===== src/hbc_map.svh =====
// constant map for the host bus control pins block
// Operation
// - With the bus style select high, the interrupt pin drives both levels when modem_ctrl_reg bit 5 is 1 and acts as open-source when it is 0.
// - With the bus style select high, rd_strobe_n is an active-low read strobe that the host pulses low to read.
// - With the bus style select high, wr_strobe_n is an active-low write strobe that the host drives low to write.
// - With the bus style select low, wr_strobe_n is a direction line (high reads, low writes) and rd_strobe_n is unused.
// - While sleep_request is high the device enters low-power mode at once, stops its oscillator and isolates host pins.
// - The device leaves low-power mode only when sleep_request is deasserted.
// - The falling edge of sleep_request resets every register to its default value.
// - The master reset is active high with bus style select high and active low with it low, and the host drives the matching polarity.
// - A low level on ring_detect_n means the modem sees a ringing signal.
// - A rising transition on ring_detect_n raises an interrupt while the modem-status interrupt is enabled.
// - Software reads the ring state in bit 6 of modem_ctrl_reg.
// - With the bus style select low, the interrupt pin is an active-low open-drain output needing a pull-up.
// - Host transfers use an 8-bit three-state data bus with bit 0 the least significant bit.
`ifndef HBC_MAP_SVH
`define HBC_MAP_SVH
`define HBC_DATA_W      8
`define HBC_ADDR_W      3
`define HBC_SYNC_W      18
// synchroniser vector layout
`define HBC_SY_STYLE    0
`define HBC_SY_RD_N     1
`define HBC_SY_WR_N     2
`define HBC_SY_CS_N     3
`define HBC_SY_SLEEP    4
`define HBC_SY_RING_N   5
`define HBC_SY_MRST     6
`define HBC_SY_DATA_LO  7
`define HBC_SY_DATA_HI  14
`define HBC_SY_ADDR_LO  15
`define HBC_SY_ADDR_HI  17
// idle pin levels loaded by the synchroniser in reset
`define HBC_SYNC_RST    18'h0002F
// register offsets on the host address lines
`define HBC_OFS_IER     3'h1
`define HBC_OFS_MCR     3'h4
// register fields and reset values
`define HBC_MCR_RST     8'h00
`define HBC_IER_RST     4'h0
`define HBC_MCR_IRQ_DRV 5
`define HBC_MCR_RING    6
`define HBC_IER_MSI     3
`define HBC_IER_W       4
`endif


===== src/hbc_pkg.sv =====
// types for the host bus control pins block
package hbc_pkg;
    typedef enum logic [2:0] {
        HBC_PWR_RUN   = 3'b001,
        HBC_PWR_SLEEP = 3'b010,
        HBC_PWR_WAKE  = 3'b100
    } hbc_pwr_e;
    typedef logic [7:0] hbc_byte_t;
endpackage : hbc_pkg


===== src/hbc_sync_if.sv =====
// carrier between the pin synchroniser and the control logic
`timescale 1ns/10ps
`include "hbc_map.svh"
interface hbc_sync_if;
    logic [`HBC_SYNC_W-1:0] raw;
    logic [`HBC_SYNC_W-1:0] synced;
    modport sync (input raw, output synced);
    modport user (output raw, input synced);
endinterface : hbc_sync_if


===== src/hbc_pin_sync.sv =====
// two-stage synchroniser for every host pin entering the core clock domain
`timescale 1ns/10ps
`include "hbc_map.svh"
module hbc_pin_sync
    import hbc_pkg::*;
(
    input  wire logic   core_clk_i,
    input  wire logic   sys_rst_i,
    hbc_sync_if.sync    pins
);
    logic [`HBC_SYNC_W-1:0] meta_r;
    logic [`HBC_SYNC_W-1:0] meta_nxt;
    logic [`HBC_SYNC_W-1:0] sync_r;
    logic [`HBC_SYNC_W-1:0] sync_nxt;

    always_comb begin
        meta_nxt = pins.raw;
        sync_nxt = meta_r;
        if (sys_rst_i) begin
            meta_nxt = `HBC_SYNC_RST;
            sync_nxt = `HBC_SYNC_RST;
        end
    end

    always_ff @(posedge core_clk_i) begin
        meta_r <= meta_nxt;
        sync_r <= sync_nxt;
    end

    assign pins.synced = sync_r;
endmodule : hbc_pin_sync


===== src/hbc_top.sv =====
// host bus control pins: bus style, strobes, reset polarity, sleep, ring and interrupt drive
`timescale 1ns/10ps
`include "hbc_map.svh"
module hbc_top
    import hbc_pkg::*;
(
    input  wire logic                   core_clk_i,
    input  wire logic                   sys_rst_i,
    input  wire logic                   bus_style_i,
    input  wire logic                   rd_strobe_n_i,
    input  wire logic                   wr_strobe_n_i,
    input  wire logic                   chip_sel_n_i,
    input  wire logic                   master_reset_i,
    input  wire logic                   sleep_request_i,
    input  wire logic                   ring_detect_n_i,
    input  wire logic [`HBC_ADDR_W-1:0] addr_i,
    input  wire logic [`HBC_DATA_W-1:0] data_i,
    output logic      [`HBC_DATA_W-1:0] data_o,
    output logic                        data_oe_o,
    output logic                        irq_o,
    output logic                        irq_oe_o,
    output logic                        sleep_mode_o,
    output logic                        osc_stop_o,
    output logic                        bus_isolate_o,
    output logic      [`HBC_DATA_W-1:0] modem_ctrl_o
);
    hbc_sync_if pin_bus ();

    assign pin_bus.raw = {addr_i, data_i, master_reset_i, ring_detect_n_i, sleep_request_i,
                          chip_sel_n_i, wr_strobe_n_i, rd_strobe_n_i, bus_style_i};

    hbc_pin_sync u_sync (
        .core_clk_i (core_clk_i),
        .sys_rst_i  (sys_rst_i),
        .pins       (pin_bus)
    );

    logic                   style_s;
    logic                   rd_n_s;
    logic                   wr_n_s;
    logic                   cs_n_s;
    logic                   sleep_s;
    logic                   ring_n_s;
    logic                   mrst_s;
    hbc_byte_t              wdata_s;
    logic [`HBC_ADDR_W-1:0] addr_s;

    assign style_s  = pin_bus.synced[`HBC_SY_STYLE];
    assign rd_n_s   = pin_bus.synced[`HBC_SY_RD_N];
    assign wr_n_s   = pin_bus.synced[`HBC_SY_WR_N];
    assign cs_n_s   = pin_bus.synced[`HBC_SY_CS_N];
    assign sleep_s  = pin_bus.synced[`HBC_SY_SLEEP];
    assign ring_n_s = pin_bus.synced[`HBC_SY_RING_N];
    assign mrst_s   = pin_bus.synced[`HBC_SY_MRST];
    assign wdata_s  = pin_bus.synced[`HBC_SY_DATA_HI:`HBC_SY_DATA_LO];
    assign addr_s   = pin_bus.synced[`HBC_SY_ADDR_HI:`HBC_SY_ADDR_LO];

    // read data for one offset; unmapped offsets read as zero
    function automatic hbc_byte_t read_mux(input logic [`HBC_ADDR_W-1:0] a,
                                           input hbc_byte_t modem_ctrl_reg,
                                           input logic [`HBC_IER_W-1:0] ier,
                                           input logic ring);
        hbc_byte_t d;
        d = '0;
        if (a == `HBC_OFS_MCR) begin
            d = modem_ctrl_reg;
            d[`HBC_MCR_RING] = ring;
        end else if (a == `HBC_OFS_IER) begin
            d[`HBC_IER_W-1:0] = ier;
        end
        return d;
    endfunction : read_mux

    // ---------------- power state ----------------
    hbc_pwr_e pwr_r;
    hbc_pwr_e pwr_nxt;

    always_comb begin
        pwr_nxt = pwr_r;
        case (pwr_r)
            HBC_PWR_RUN: begin
                if (sleep_s) pwr_nxt = HBC_PWR_SLEEP;
            end
            HBC_PWR_SLEEP: begin
                if (!sleep_s) pwr_nxt = HBC_PWR_WAKE;
            end
            HBC_PWR_WAKE: begin
                pwr_nxt = sleep_s ? HBC_PWR_SLEEP : HBC_PWR_RUN;
            end
            default: pwr_nxt = HBC_PWR_RUN;
        endcase
        if (sys_rst_i) pwr_nxt = HBC_PWR_RUN;
    end

    always_ff @(posedge core_clk_i) begin
        pwr_r <= pwr_nxt;
    end

    logic running;
    logic mrst_act;
    logic soft_rst;

    assign running  = (pwr_r == HBC_PWR_RUN);
    assign mrst_act = style_s ? mrst_s : !mrst_s;
    // the wake cycle doubles as the automatic reset after sleep
    assign soft_rst = mrst_act || (pwr_r == HBC_PWR_WAKE);

    // ---------------- strobe decode ----------------
    logic rd_act;
    logic wr_act;
    logic rd_act_r;
    logic wr_act_r;
    logic rd_start;
    logic wr_start;

    // in the second bus style the chip select times the access and wr_strobe_n gives direction
    always_comb begin
        if (style_s) begin
            rd_act = !rd_n_s;
            wr_act = !wr_n_s;
        end else begin
            rd_act = !cs_n_s && wr_n_s;
            wr_act = !cs_n_s && !wr_n_s;
        end
    end

    assign rd_start = rd_act && !rd_act_r && running && !soft_rst;
    assign wr_start = wr_act && !wr_act_r && running && !soft_rst;

    // ---------------- registers and ring event ----------------
    hbc_byte_t               mcr_r;
    hbc_byte_t               mcr_nxt;
    logic [`HBC_IER_W-1:0]   ier_r;
    logic [`HBC_IER_W-1:0]   ier_nxt;
    logic                    ring_n_prev_r;
    logic                    ring_delta_r;
    logic                    ring_delta_nxt;
    logic                    ring_rise;
    logic                    irq_pend;

    assign ring_rise = ring_n_s && !ring_n_prev_r;
    assign irq_pend  = ring_delta_r && ier_r[`HBC_IER_MSI];

    always_comb begin
        mcr_nxt        = mcr_r;
        ier_nxt        = ier_r;
        ring_delta_nxt = ring_delta_r;
        if (wr_start && addr_s == `HBC_OFS_MCR) begin
            mcr_nxt = wdata_s;
        end else if (wr_start && addr_s == `HBC_OFS_IER) begin
            ier_nxt = wdata_s[`HBC_IER_W-1:0];
        end
        // reading the modem control word acknowledges the ring event; a new edge wins
        if (rd_start && addr_s == `HBC_OFS_MCR) ring_delta_nxt = 1'b0;
        if (ring_rise && running) ring_delta_nxt = 1'b1;
        if (soft_rst || sys_rst_i) begin
            mcr_nxt        = `HBC_MCR_RST;
            ier_nxt        = `HBC_IER_RST;
            ring_delta_nxt = 1'b0;
        end
    end

    always_ff @(posedge core_clk_i) begin
        mcr_r         <= mcr_nxt;
        ier_r         <= ier_nxt;
        ring_delta_r  <= ring_delta_nxt;
        ring_n_prev_r <= sys_rst_i ? 1'b1 : ring_n_s;
        rd_act_r      <= sys_rst_i ? 1'b0 : rd_act;
        wr_act_r      <= sys_rst_i ? 1'b0 : wr_act;
    end

    // ---------------- output stage ----------------
    hbc_byte_t data_nxt;
    logic      data_oe_nxt;
    logic      irq_nxt;
    logic      irq_oe_nxt;

    always_comb begin
        data_nxt    = data_o;
        data_oe_nxt = rd_act && running && !soft_rst;
        if (rd_start) data_nxt = read_mux(addr_s, mcr_r, ier_r, !ring_n_s);
        if (style_s) begin
            if (mcr_r[`HBC_MCR_IRQ_DRV]) begin
                irq_nxt    = irq_pend;
                irq_oe_nxt = 1'b1;
            end else begin
                irq_nxt    = 1'b1;
                irq_oe_nxt = irq_pend;
            end
        end else begin
            irq_nxt    = 1'b0;
            irq_oe_nxt = irq_pend;
        end
        if (sys_rst_i) begin
            data_nxt    = '0;
            data_oe_nxt = 1'b0;
            irq_nxt     = 1'b0;
            irq_oe_nxt  = 1'b0;
        end
    end

    always_ff @(posedge core_clk_i) begin
        data_o        <= data_nxt;
        data_oe_o     <= data_oe_nxt;
        irq_o         <= irq_nxt;
        irq_oe_o      <= irq_oe_nxt;
        sleep_mode_o  <= !sys_rst_i && pwr_nxt == HBC_PWR_SLEEP;
        osc_stop_o    <= !sys_rst_i && pwr_nxt == HBC_PWR_SLEEP;
        bus_isolate_o <= !sys_rst_i && pwr_nxt == HBC_PWR_SLEEP;
        modem_ctrl_o  <= sys_rst_i ? `HBC_MCR_RST : mcr_nxt;
    end
endmodule : hbc_top


===== config.mk =====
export PLATFORM = sky130hd
export DESIGN_NAME = hbc_top
export DESIGN_NICKNAME = d
export VERILOG_FILES = /design/src/hbc_pkg.sv /design/src/hbc_sync_if.sv /design/src/hbc_pin_sync.sv /design/src/hbc_top.sv
export VERILOG_INCLUDE_DIRS = /design/src
export SDC_FILE = /design/constraint.sdc
export NUM_CORES = 1
export LEC_CHECK = 0
export ABC_AREA = 1
export BUFFER_PORTS_ARGS = -buffer_cell sky130_fd_sc_hd__clkbuf_2
export CORE_MARGIN = 4
export CORE_UTILIZATION = 25
export CTS_CLUSTER_SIZE = 14
export DETAILED_ROUTE_END_ITERATION = 8
export PLACE_DENSITY = 0.47
export RECOVER_POWER = 25
export SKIP_CTS_REPAIR_TIMING = 1
export SLEW_MARGIN = 20
export SYNTH_ARGS = -nofsm -noshare
export SYNTH_HDL_FRONTEND = slang
export SYNTH_SLANG_ARGS = --single-unit

===== constraint.sdc =====
create_clock -name core_clk_i -period 3.1 [get_ports core_clk_i]
set_input_delay 0.465 -clock core_clk_i [delete_from_list [all_inputs] [get_ports core_clk_i]]
set_output_delay 0.465 -clock core_clk_i [all_outputs]
set_load 0.05 [all_outputs]

==> flow_metrics.py <==
metrics = {
    "outcome": {
        "outcome": "finished, violations left",
        "violations": "max-capacitance violations, max-slew violations",
    },
    "cells_and_area": {
        "drive_above_1_share_pct": 21.59,
        "n_antenna_cell": 0,
        "regArea_mm2": 0.001501,
        "nets": 367,
        "layout_commonest_cell": "dfxtp_1",
        "final_cell_mix": "75 x dfxtp_1, 70 x nor2_1, 56 x nand2_1",
        "fillers": 1082,
        "area_delta_synth_final_pct": 22.02,
        "post-route-util_pct": 31.21,
        "multiInputGateArea_um2": 753.2,
    },
    "routing": {
        "drc": 0,
        "vias": 1742,
        "drt_iter0_drc": 33,
        "postRouteWirelength_um": 4422,
        "avgViaCountPerCell": 3.592,
        "first_pass_iters": 6,
        "ant_nets": 0,
        "wl_per_cell_um": 9.118,
    },
    "yosys": {
        "ys_seq_area_share_pct": 60.06,
        "syn_nets": 323,
        "ys_seq_elements": 75,
        "syn_avg_cell_area_um2": 8.250,
        "synthesis.area_mm2": 0.002500,
        "ys_warn_count": 0,
        "synthDistinctLibCells": 24,
        "syn_inst": 303,
    },
    "place": {
        "port_buffers": 41,
        "dp_hpwl_um": 3069,
        "place.gp.congestion": 0.7834,
    },
    "die": {
        "coreArea_mm2": 0.009774,
        "rows": 36,
        "ioPinCount": 42,
        "die-area_mm2": 0.01166,
        "dieHeight_um": 108.0,
        "initial_core_util_pct": 25.58,
        "die_w_um": 108.0,
    },
    "power": {
        "switching_share_pct": 21.74,
        "seqPwrFrac_pct": 52.3,
        "internal_power_w": 0.001495,
        "vdd_drop_max_mv": 0.2333,
        "comb_power_share_pct": 4.5,
        "p_switching_w": 0.0004151,
        "leakagePower_nw": 1.508,
        "clkPwrFrac_pct": 43.1,
        "p_per_area_mw_per_mm2": 626.0,
    },
    "worst_setup_path": {
        "crit_path_end_kind": "register",
        "regToRegStartpoint": "pwr_r[2]",
        "cp-start-kind": "input port",
        "crit_family": "buffers and inverters",
        "critPathKind": "in2reg",
        "critPathMaxFanout": 49,
        "cp_common_cell": "clkbuf_1",
        "crit_required_ns": 3.25,
        "arrival_ns": 2.19,
        "critPathMaxStageDelay_ns": 1.39,
        "critPathBufInv": 2,
        "reg2reg_slack_ns": 1.68,
        "path_cells": "clkbuf_1 > clkbuf_1 > o22ai_1",
        "ff2ff_path_depth": 6,
        "r2r-end": "mcr_r[5]",
        "critPathSlowestCell": "clkbuf_1",
        "cp.depth": 3,
    },
    "timing": {
        "tightestPinTransition_ns": 1.927,
        "final-hold-violation-count": 0,
        "layout_min_cycle_time_ns": 2.039,
        "finClkSkew_ns": 0.007373,
        "maxSlewViolCount": 50,
        "rsz0062_at_grt": "false",
        "fin_crit_sh_pct": 65.78,
        "slew_headroom_pct": -28.48,
        "max_freq_ghz": 0.4904,
        "tns_ns": 0,
        "finalSetupViolCount": 0,
    },
    "hold_path": {
        "min_to": "u_sync.meta_r[2]",
        "min-delay-start": "wr_strobe_n_i",
        "hp-class": "in2reg",
        "hold_depth": 2,
    },
    "grt": {
        "grt_max_degree": 50,
        "antenna_found_initial": 0,
        "grt_pass1_vias": 1769,
        "gr-usage-met2_pct": 12.92,
        "use_met1_pct": 10.75,
        "grt_pass1_wl_um": 7893,
        "grt-ovfl-total": 0,
        "grtUsageMet3_pct": 3.821,
        "grt_usage_pct": 8.836,
        "busiest_layer": "met2",
    },
    "cts": {
        "cts_tree": "yes",
        "clk_pin_slew_ns": 0.07,
        "numClockSinks": 75,
        "clock-root-buffer": "clkbuf_8",
        "insertion_delay_ns": 0.34,
        "htreeDepth": 3,
        "clock_path_buffers": 2,
        "cts_made_buffers": 9,
    },
    "job": {
        "cap_violations": 1,
    },
}
[power by group through the flow]
stage	Sequential [W]	Clock (W)	Combinational, W
global route	0.00100	0.000895	0.000100
global placement	0.00102	0	0.0000882
detailed placement	0.00102	0	0.0000894
CTS	0.000999	0.000857	0.0000895
floorplan	0.00103	0	0.0000564
finish	0.00100	0.000824	0.0000866
[cell type report]
type / count / share of cell area (%)
Sequential cell: 75 / 49.22
Multi-Input combinational cell: 167 / 24.69
Timing Repair Buffer: 42 / 6.809
Inverter: 52 / 6.399
Tap cell: 133 / 5.455
Clock buffer: 10 / 4.512
Clock inverter: 6 / 2.912
[per-stage QoR]
step	total power [W]	worst slack [ns]	std cells	instance area, um^2	hold slack (ns)
CTS	0.001946	1.628	485	3055	0.2805
global route	0.001997	0.7922	485	3050	0.2809
finish	0.001910	1.061	485	3050	0.3058
floorplan	0.001084	1.721	303	2500	0.3883
detailed placement	0.001112	1.641	469	2829	0.3916
global placement	0.001110	1.669	469	2829	0.3956
[worst reg2reg max path: stages, from the launching register on]
cell and delay [ns]:
dfxtp_1 0.32, nor2_1 0.10, nand2_1 0.17, nor2_8 0.21
nand3_4 0.20, nor2_1 0.23, nor2_1 0.07
[cells by family after synthesis]
family,Yosys count,share of synthesized area [%]
flops,75,60.06
simple gates,150,26.58
compound gates,17,3.554
buf+inv,61,9.810
[synth_stat cells, drive strengths merged]
cell type | n | share of area (%)
a21oi | 10 | 2.0
nand3b | 1 | 0.30
nor3b | 1 | 0.50
dfxtp | 75 | 60
nand3 | 7 | 2.6
or2 | 10 | 2.5
o22ai | 1 | 0.25
buf | 4 | 1.3
nor2 | 72 | 12
nor3 | 1 | 0.20
inv | 52 | 7.8
nand2 | 57 | 8.7
nand4 | 1 | 0.25
clkbuf | 5 | 0.75
o21ai | 5 | 1.0
o21bai | 1 | 0.30
[layer usage]
metal,vias to the layer above,share of wire (%)
met5,-,0
met4,0,1.5
met3,4,5.6
met2,33,42
met1,731,51
li1,974,-
[sequential cells by signal, summed over array words and instances, names as in the netlist]
name,cells
pwr_r,3
modem_ctrl_o,8
irq_oe_o,1
u_sync.pins.synced,18
data_oe_o,1
rd_act_r,1
mcr_r,8
ring_delta_r,1
bus_isolate_o,1
irq_o,1
data_o,8
ring_n_prev_r,1
wr_act_r,1
ier_r,4
u_sync.meta_r,18
[worst max-delay path by stage]
stage | start | to | slack (ns)
6_report | sys_rst_i | irq_oe_o | 1.06
5_1_grt | sys_rst_i | irq_oe_o | 0.79
4_1_cts | bus_isolate_o | osc_stop_o | 1.63
3_5_place_dp | sys_rst_i | modem_ctrl_o[0] | 1.64
3_3_place_gp | sys_rst_i | mcr_r[6] | 1.67
2_1_floorplan | bus_isolate_o | osc_stop_o | 1.72
Note: power is estimated with default switching activity, not from simulation.
